$ cat config.mk
export PLATFORM = sky130hd
export DESIGN_NAME = evsc_top
export DESIGN_NICKNAME = d
export VERILOG_FILES = /design/src/hdl/evsc_pkg.sv /design/src/hdl/evsc_top.sv
export SDC_FILE = /design/constraint.sdc
export NUM_CORES = 2
export LEC_CHECK = 0
export BUFFER_PORTS_ARGS = -buffer_cell sky130_fd_sc_hd__buf_2
export CAP_MARGIN = 20
export CELL_PAD_IN_SITES_DETAIL_PLACEMENT = 1
export CELL_PAD_IN_SITES_GLOBAL_PLACEMENT = 1
export CORE_AREA = 2 2 700 702
export CTS_CLUSTER_DIAMETER = 50
export DETAILED_ROUTE_END_ITERATION = 12
export DIE_AREA = 0 0 702 704
export GPL_ROUTABILITY_DRIVEN = 0
export PLACE_DENSITY = 0.37
export SETUP_SLACK_MARGIN = 0.02
export SLEW_MARGIN = 20
export SYNTH_ARGS = -nofsm -noshare
export SYNTH_HDL_FRONTEND = slang
export SYNTH_SLANG_ARGS = --single-unit
$ cat constraint.sdc
create_clock -name REF_CLK_I -period 384.8 [get_ports REF_CLK_I]
set_input_delay 57.72 -clock REF_CLK_I [delete_from_list [all_inputs] [get_ports REF_CLK_I]]
set_output_delay 57.72 -clock REF_CLK_I [all_outputs]
set_load 0.03 [all_outputs]
$ cat src/hdl/evsc_pkg.sv
// constants for the exception vector and sleep control block
// assumes a 32-bit vector table reached by a single-word fetch port
//
// Function
// - table of 4-byte entries, one per vector
// - entry zero loads stack pointer only
// - reset at entry one, 1-15 internal
// - interrupt n sits at entry n+16
// - up to 256 entries, input 239 max
// - pc takes vector bit0 cleared, state bit0
// - bit0 zero above entry one posts invalid-state misuse fault
// - bad reset vector posts escalated fault
// - fixed numbering of core exceptions
// - sleep drops the clock-request output
// - request stays unless all three idle conditions
// - forced halt halts core, drops request
// - non-maskable input is tied inactive
// - per-input trigger, mask and priority
package evsc_pkg;
  localparam int unsigned ENTRY_BYTES   = 4;
  localparam int unsigned IRQ_BASE      = 16;
  localparam int unsigned TABLE_ENTRIES = 256;
  localparam logic [7:0] EXC_SP_INIT    = 8'h00;
  localparam logic [7:0] EXC_RESET      = 8'h01;
  localparam logic [7:0] EXC_NMI        = 8'h02;
  localparam logic [7:0] EXC_ESCALATED  = 8'h03;
  localparam logic [7:0] EXC_MEM_VIOL   = 8'h04;
  localparam logic [7:0] EXC_BUS_ERR    = 8'h05;
  localparam logic [7:0] EXC_MISUSE     = 8'h06;
  localparam logic [7:0] EXC_SUPV_CALL  = 8'h0B;
  localparam logic [7:0] EXC_DBG_MON    = 8'h0C;
  localparam logic [7:0] EXC_PEND_SVC   = 8'h0E;
  localparam logic [7:0] EXC_SYS_TICK   = 8'h0F;
  localparam int unsigned STATE_BIT     = 0;
  typedef enum logic [3:0] {
    EVSC_IDLE  = 4'b0001,
    EVSC_FETCH = 4'b0010,
    EVSC_LOAD  = 4'b0100,
    EVSC_HALT  = 4'b1000
  } evsc_state_t;
endpackage

$ cat src/hdl/evsc_top.sv
// exception vector lookup, vector fetch and clock-request handshake
// assumes the vector memory answers a fetch request one or more cycles later
`timescale 1ns/100ps
module evsc_top #(
  parameter int unsigned NUM_IRQ = 240
) (
  input  wire logic         REF_CLK_I,
  input  wire logic         RST_I,
  input  wire logic         CE_I,
  input  wire logic         EXC_REQ_I,
  input  wire logic         EXC_IS_IRQ_I,
  input  wire logic [7:0]   EXC_NUM_I,
  input  wire logic         NMI_I,
  input  wire logic         VEC_ACK_I,
  input  wire logic [31:0]  VEC_DATA_I,
  input  wire logic [NUM_IRQ-1:0] IRQ_I,
  input  wire logic [NUM_IRQ-1:0] IRQ_EN_I,
  input  wire logic [NUM_IRQ-1:0] IRQ_LEVEL_I,
  input  wire logic [NUM_IRQ*3-1:0] IRQ_PRIO_I,
  input  wire logic         SLEEP_I,
  input  wire logic         SLEEP_PERMIT_I,
  input  wire logic         DEBUG_ACTIVE_I,
  input  wire logic         FORCE_HALT_I,
  output logic              VEC_REQ_O,
  output logic [31:0]       VEC_ADDR_O,
  output logic [31:0]       PC_O,
  output logic              PC_LOAD_O,
  output logic              INSTRUCTION_SET_STATE_BIT_O,
  output logic              SP_LOAD_O,
  output logic              INVALID_STATE_FAULT_FLAG_O,
  output logic              FAULT_POST_O,
  output logic [7:0]        FAULT_NUM_O,
  output logic [NUM_IRQ-1:0] IRQ_PEND_O,
  output logic [2:0]        TOP_PRIO_O,
  output logic              CORE_HALT_O,
  output logic              CLK_REQ_O
);

  evsc_pkg::evsc_state_t st_r, st_nxt;
  logic [7:0]  entry_r, entry_nxt;
  logic        req_r, req_nxt;
  logic [31:0] addr_r, addr_nxt;
  logic [31:0] pc_r, pc_nxt;
  logic        pcl_r, pcl_nxt, tbit_r, tbit_nxt, spl_r, spl_nxt;
  logic        inv_r, inv_nxt, fp_r, fp_nxt;
  logic [7:0]  fnum_r, fnum_nxt;
  logic        halt_r, halt_nxt, creq_r, creq_nxt;
  logic [NUM_IRQ-1:0] pend_r, pend_nxt, irq_d_r;
  logic [2:0]  prio_r, prio_nxt;
  logic        nmi_live;
  logic        any_pend;

  // non-maskable source is tied off at this level; NMI_I is never consulted
  assign nmi_live = 1'b0 & NMI_I;
  assign any_pend = |pend_r;

  // per-input trigger mode and mask; pulse inputs latch on a rising edge
  genvar g;
  generate
    for (g = 0; g < NUM_IRQ; g++) begin : g_irq
      always_comb begin
        if (IRQ_LEVEL_I[g])
          pend_nxt[g] = IRQ_I[g] & IRQ_EN_I[g];
        else if (IRQ_I[g] & ~irq_d_r[g] & IRQ_EN_I[g])
          pend_nxt[g] = 1'b1;
        // a request refused by forced halt is not taken, so it must not clear
        else if (EXC_REQ_I & EXC_IS_IRQ_I & ~FORCE_HALT_I & (EXC_NUM_I == 8'(g))
                 & (st_r == evsc_pkg::EVSC_IDLE))
          pend_nxt[g] = 1'b0;
        else
          pend_nxt[g] = pend_r[g] & IRQ_EN_I[g];
      end
    end
  endgenerate

  // highest priority level among pending inputs, for the arbiter outside
  always_comb begin
    prio_nxt = 3'h0;
    for (int i = 0; i < NUM_IRQ; i++)
      if (pend_r[i] && IRQ_PRIO_I[i*3 +: 3] > prio_nxt)
        prio_nxt = IRQ_PRIO_I[i*3 +: 3];
  end

  always_comb begin
    st_nxt   = st_r;
    entry_nxt = entry_r;
    req_nxt  = 1'b0;
    addr_nxt = addr_r;
    pc_nxt   = pc_r;
    pcl_nxt  = 1'b0;
    tbit_nxt = tbit_r;
    spl_nxt  = 1'b0;
    inv_nxt  = inv_r;
    fp_nxt   = 1'b0;
    fnum_nxt = fnum_r;
    halt_nxt = FORCE_HALT_I;
    unique case (st_r)
      evsc_pkg::EVSC_IDLE: begin
        if (FORCE_HALT_I) begin
          st_nxt = evsc_pkg::EVSC_HALT;
        end else if (EXC_REQ_I && (EXC_IS_IRQ_I ||
                     EXC_NUM_I != evsc_pkg::EXC_NMI || nmi_live)) begin
          // interrupts are offset past the core-internal entries
          entry_nxt = EXC_IS_IRQ_I ? 8'(EXC_NUM_I + 8'(evsc_pkg::IRQ_BASE))
                                   : EXC_NUM_I;
          addr_nxt = 32'(EXC_IS_IRQ_I ? 32'(EXC_NUM_I) + evsc_pkg::IRQ_BASE
                                     : 32'(EXC_NUM_I)) * evsc_pkg::ENTRY_BYTES;
          req_nxt  = 1'b1;
          st_nxt   = evsc_pkg::EVSC_FETCH;
        end
      end
      evsc_pkg::EVSC_FETCH: begin
        req_nxt = ~VEC_ACK_I;
        if (VEC_ACK_I) begin
          if (entry_r == evsc_pkg::EXC_SP_INIT) begin
            spl_nxt = 1'b1;
            st_nxt  = evsc_pkg::EVSC_IDLE;
          end else begin
            pc_nxt   = {VEC_DATA_I[31:1], 1'b0};
            tbit_nxt = VEC_DATA_I[evsc_pkg::STATE_BIT];
            pcl_nxt  = 1'b1;
            st_nxt   = evsc_pkg::EVSC_LOAD;
            if (!VEC_DATA_I[evsc_pkg::STATE_BIT]) begin
              fp_nxt = 1'b1;
              if (entry_r == evsc_pkg::EXC_RESET) begin
                fnum_nxt = evsc_pkg::EXC_ESCALATED;
              end else begin
                fnum_nxt = evsc_pkg::EXC_MISUSE;
                inv_nxt  = 1'b1;
              end
            end
          end
        end
      end
      evsc_pkg::EVSC_LOAD: begin
        st_nxt = evsc_pkg::EVSC_IDLE;
      end
      evsc_pkg::EVSC_HALT: begin
        if (!FORCE_HALT_I)
          st_nxt = evsc_pkg::EVSC_IDLE;
      end
      default: st_nxt = evsc_pkg::EVSC_IDLE;
    endcase
    // request held unless forced halt, or sleeping with nothing pending, permit given, debug idle
    if (FORCE_HALT_I)
      creq_nxt = 1'b0;
    else if (any_pend || !SLEEP_PERMIT_I || DEBUG_ACTIVE_I)
      creq_nxt = 1'b1;
    else
      creq_nxt = ~SLEEP_I;
  end

  always_ff @(posedge REF_CLK_I or posedge RST_I) begin
    if (RST_I) begin
      st_r    <= evsc_pkg::EVSC_IDLE;
      entry_r <= 8'h00;
      req_r   <= 1'b0;
      addr_r  <= 32'h0000_0000;
      pc_r    <= 32'h0000_0000;
      pcl_r   <= 1'b0;
      tbit_r  <= 1'b0;
      spl_r   <= 1'b0;
      inv_r   <= 1'b0;
      fp_r    <= 1'b0;
      fnum_r  <= 8'h00;
      halt_r  <= 1'b0;
      creq_r  <= 1'b1;
      pend_r  <= '0;
      irq_d_r <= '0;
      prio_r  <= 3'h0;
    end else if (CE_I) begin
      st_r    <= st_nxt;
      entry_r <= entry_nxt;
      req_r   <= req_nxt;
      addr_r  <= addr_nxt;
      pc_r    <= pc_nxt;
      pcl_r   <= pcl_nxt;
      tbit_r  <= tbit_nxt;
      spl_r   <= spl_nxt;
      inv_r   <= inv_nxt;
      fp_r    <= fp_nxt;
      fnum_r  <= fnum_nxt;
      halt_r  <= halt_nxt;
      creq_r  <= creq_nxt;
      pend_r  <= pend_nxt;
      irq_d_r <= IRQ_I;
      prio_r  <= prio_nxt;
    end
  end

  assign VEC_REQ_O  = req_r;
  assign VEC_ADDR_O = addr_r;
  assign PC_O       = pc_r;
  assign PC_LOAD_O  = pcl_r;
  assign INSTRUCTION_SET_STATE_BIT_O = tbit_r;
  assign SP_LOAD_O  = spl_r;
  assign INVALID_STATE_FAULT_FLAG_O  = inv_r;
  assign FAULT_POST_O = fp_r;
  assign FAULT_NUM_O  = fnum_r;
  assign IRQ_PEND_O   = pend_r;
  assign TOP_PRIO_O   = prio_r;
  assign CORE_HALT_O  = halt_r;
  assign CLK_REQ_O    = creq_r;
endmodule

# == Word-level counts from Yosys, hierarchy flattened ==
# Index checks and enable logic that the tools add are counted.
# word_totals
register_bits,572
input_bits,1491
output_inout_bits,323
wordCells,3430
# classes
bitwise,1688
n_mux,984
n_reduce_logical,253
order_cmp,240
add_sub_neg,2
n_eq_ne,247
# ops
cell,n
1-bit bitwise AND,1442
8-bit equality test (second input constant),112
1-bit two-way mux,734
3-bit two-way mux,242
3-bit > comparator,239
8-bit by 7-bit equality test with 1-bit output (second input constant),64
8-bit by 6-bit equality test with 1-bit output (second input constant),32
1-bit inverter,246
1-bit logical AND,241
240-bit OR reduction,1
8-bit by 5-bit equality test with 1-bit output (second input constant),16
8-bit by 4-bit equality test with 1-bit output (second input constant),8
8-bit by 3-bit equality test with 1-bit output (second input constant),4
8-bit by 1-bit equality test with 1-bit output (second input constant),2
8-bit by 2-bit equality test with 1-bit output (second input constant),2
8-bit logical NOT,2
4-bit two-way mux,4
4-bit one-hot mux with 3 select lines,1
4-bit AND reduction,3
8-bit by 5-bit adder with 9-bit output (second input constant),1
9-bit two-way mux,1
8-bit by 5-bit adder with 8-bit output (second input constant),1
8-bit two-way mux,1
8-bit by 2-bit != test with 1-bit output (second input constant),1
other kinds (11),14

# == Depth between registers and ports, before layout ==
# depth
word_depth,720
ltp_mapped,1552
ltp_nobuf,1552

# == Least setup slack after synthesis ==
# No wires, ideal clock.
# synth_timing
path_kind,input -> register
from,in IRQ_PRIO_I[1]
to,"reg prio_r[2], in the netlist TOP_PRIO_O[2]"
setup_ns,0.083
setup_slack_ns,55.972
t_arrival_ns,328.745
required_time_ns,384.717
path_buffers,0
cell_stages,1504
cell_sequence,and2_1 -> inv_1 -> ha_1 -> and2b_2 -> o2111ai_2 -> o21ai_0 -> ha_1 -> or2_2 -> o21a_1 -> mux2i_1 -> o221a_2 -> mux2i_1 -> inv_1 -> ha_1 -> nor2_1 -> nor2_1 -> o31a_1 -> nor2_1 -> [1468 not listed] -> a21oi_1 -> o211ai_1 -> and3_2 -> nor2_1 -> a21oi_1 -> ha_1 -> a21oi_1 -> nand2_1 -> a21boi_2 -> nand2_1 -> o21a_1 -> ha_1 -> nor2b_1 -> o21a_1 -> o21ai_0 -> nor2_1 -> a211o_1 -> o21ai_0
# synth_lines
element,line_no,text
from (decl),evsc_top.sv:19,"input wire logic [NUM_IRQ*3-1:0] IRQ_PRIO_I,"
to (signal assigned),evsc_top.sv:187,prio_r <= prio_nxt;
to (decl),evsc_top.sv:49,"logic [2:0] prio_r, prio_nxt;"

==> run_results.csv <==
group,metric,value,unit
cts,path_clk_slew,0.04,ns
cts,cts-root-buf,"clkbuf_16",
floorplanning,num_rows,257,
logic_synthesis,ys_ff_latch,538,
cts,cts_tree,"yes",
timing,slew-limit-headroom,21.7,%
floorplanning,die_h,704,um
hold_path,hp-start,"INVALID_STATE_FAULT_FLAG_O",
logic_synthesis,synth.most_common_cell,"nand2_1",
logic_synthesis,syn-cell-area,56500,um2
timing,setup_viol,0,
detailed_routing,routed_wl,454000,um
cts,clkSinkCount,538,
final_layout,fin_util,16.5,%
timing,clock_skew,0.0676,ns
logic_synthesis,synthFlopType,"dfrtp_1",
power_and_ir_drop,finalPower,0.535,mW
grt,grt_pass1_wl,604000,um
setup_path,crit_fanout,8,
floorplanning,die_w,702,um
cts,cts-buffers-inserted,148,
setup_path,reg2reg_from,"IRQ_PEND_O[0]",
place,place.port_buffers,1783,
grt,grt_pass1_vias,69000,
floorplanning,initial_core_util,11.6,%
cts,clk_latency,0.84,ns
setup_path,cp_common_cell,"nor2_1",
timing,period_minus_slack,360.30,ns
detailed_routing,firstDrtPassIters,5,
setup_path,crit_start,"IRQ_PRIO_I[1]",
hold_path,hold_class,"flip-flop to flip-flop",
timing,max_slew.worst_pin.slew,1.17,ns
floorplanning,core_area,487000,um2
logic_synthesis,async_flop_share,100,%
setup_path,cp-end-kind,"flip-flop",
setup_path,r2r_cells,1513,
place,hpwl,390000,um
logic_synthesis,yosysTopAreaCell,"dfrtp_1",
cts,htreeDepth,4,
logic_synthesis,netlist_top_cells_area,"dfrtp_1 (24%), nand2_1 (6.0%), ha_1 (5.5%)",
setup_path,critPathRequiredTime,385.53,ns
setup_path,cp.arrival,361.03,ns
power_and_ir_drop,leakagePower,34.9,nW
logic_synthesis,synth_cells,7516,
logic_synthesis,synth_cell_type_count,176,
detailed_routing,vias,68400,
floorplanning,num_io_pins,1814,
timing,maxSlewViolCount,0,
logic_synthesis,synth_top_area_share,23.7,%
power_and_ir_drop,power.density,6.67,nW/um2
floorplanning,die-area,494000,um2
logic_synthesis,synth_common_cells,"nand2_1 (907), nor2_1 (824), inv_1 (713), dfrtp_1 (536)",
cts,hold_buffers,0,
final_layout,drive_above_1_share,32.0,%
timing,fmax,0.00278,GHz
setup_path,critical_path_class,"primary input to flip-flop",
power_and_ir_drop,peakVddDrop,0.00000436,V
logic_synthesis,synth-seq-area-share,23.8,%
detailed_routing,ant_nets,0,
setup_path,cp-start-kind,"primary input",
timing,finalHoldViolations,0,
final_layout,fin_nets,11200,
run_status,outcome,"completed",
final_layout,areaGrowthSynthToFinish,42.0,%
detailed_routing,drt-initial-drc-count,3954,
grt,grt_usage,17.6,%
setup_path,slowest_delay,0.61,ns
place,dp.cells,15800,
grt,antenna_found_initial,500,
final_layout,fin_cells,16200,
final_layout,n_fill_cell,59000,
setup_path,slowest_stage,"or4b_2",
grt,overflow,0,
logic_synthesis,yosysWarnings,0,
cts,cts_max_path_buffers,4,
detailed_routing,viasPerCell,4.22,
hold_path,hold_depth,1,
flow_run,max_cap_violations,0,
logic_synthesis,synth_edf_count,0,
logic_synthesis,synth.avg_cell_area,7.52,um2
detailed_routing,wire_per_inst,28.0,um
detailed_routing,drcViolationCount,0,
grt,grt_max_degree,81,
timing,period_share,93.6,%
## cells by family (layout without fill, tap and decap cells)
logic type | after synthesis | after routing | synth area share, %
compound gates | 2614 | 2614 | 32.7
xor+xnor | 3 | 3 | 0.0465
fa+ha+maj | 347 | 347 | 7.25
buf+inv | 895 | 2902 | 6.31
flops | 538 | 538 | 23.8
mux | 298 | 298 | 5.99
other cells | 1 | 181 | 0.00663
simple gates | 2820 | 2820 | 23.9
## worst max-delay path, delay by kind of cell
family,cells,cell delay (ns)
buffers and inverters,19,1.35
AND/OR/NAND/NOR,227,29.39
adder cells (fa/ha/maj),160,47.71
multiplexers,22,6.33
AO/OA/AOI/OAI,280,52.81
## report_power, final
part           total, mW  leakage, nW  internal [mW]  switching (mW)
registers         0.0732         6.74         0.0632          0.0100
clock network      0.137         2.57         0.0912          0.0459
logic              0.325         25.6          0.135           0.190
total              0.535         34.9          0.289           0.246
## layer usage
| metal | track usage, % | wire [um] |
|---|---|---|
| met2 | 30.5 | 219000 |
| met1 | 21.8 | 194000 |
| met4 | 4.62 | 13300 |
| met3 | 4.04 | 26800 |
| met5 | 0 | 1010 |
## state kept, by name (all words and copies together), names as in the netlist
| register | flops |
|---|---|
| IRQ_PEND_O | 240 |
| irq_d_r | 240 |
| PC_O | 31 |
| entry_r | 7 |
| st_r | 4 |
| FAULT_NUM_O | 3 |
| TOP_PRIO_O | 3 |
| VEC_ADDR_O | 2 |
| CLK_REQ_O | 1 |
| CORE_HALT_O | 1 |
| FAULT_POST_O | 1 |
| INSTRUCTION_SET_STATE_BIT_O | 1 |
| INVALID_STATE_FAULT_FLAG_O | 1 |
| PC_LOAD_O | 1 |
| SP_LOAD_O | 1 |
| VEC_REQ_O | 1 |
## layout by cell type (no fill, tap or decap), drive strengths merged, types with 144 or more instances in the layout
master     n
buf     1925
nand2    914
nor2     831
inv      724
dfrtp    536
o21ai    502
a21oi    481
mux2     257
o22ai    256
ha       248
nand3    212
a211oi   211
clkbuf   199
nand2b   178
a31oi    172
diode    152
and2     144
## layout make-up
cell class | count | area [um2] | area share, %
multi-input combinational | 6111 | 40300 | 50.2
sequential | 538 | 13500 | 16.8
timing repair buffer | 1925 | 10000 | 12.5
tap | 6475 | 8100 | 10.1
clock buffer | 199 | 4240 | 5.28
inverter | 715 | 2690 | 3.36
clock inverter | 63 | 1060 | 1.32
antenna | 152 | 380 | 0.474
## per-stage QoR
| step | worst slack (ns) | setup TNS [ns] | hold slack [ns] | area (um2) |
|---|---|---|---|---|
| 3_3_place_gp | 15.60 | 0 | 0.449 | 74000 |
| 4_1_cts | 14.20 | 0 | 0.460 | 79300 |
| 6_report | 24.50 | 0 | 0.462 | 80300 |
| 2_1_floorplan | 55.97 | 0 | 0.476 | 56600 |
| 5_1_grt | -0.0871 | -0.0871 | 0.493 | 80100 |
| 3_5_place_dp | 14.73 | 0 | 0.447 | 74000 |
## worst paths after layout
check / slack (ns) / end
max: 24.50 / TOP_PRIO_O[2]
min: 0.46 / INVALID_STATE_FAULT_FLAG_O
max reg2reg: 80.81 / TOP_PRIO_O[2]
min reg2reg: 0.46 / INVALID_STATE_FAULT_FLAG_O
max in group asynchronous: 324.37 / irq_d_r[158]
min in group asynchronous: 56.99 / IRQ_PEND_O[54]
## timing repair
action                     in CTS  in global routing
buffers inserted                0                 10
gates resized for setup         0                113
setup endpoints to repair       0                  3
Power figures use the tool's default switching activity.
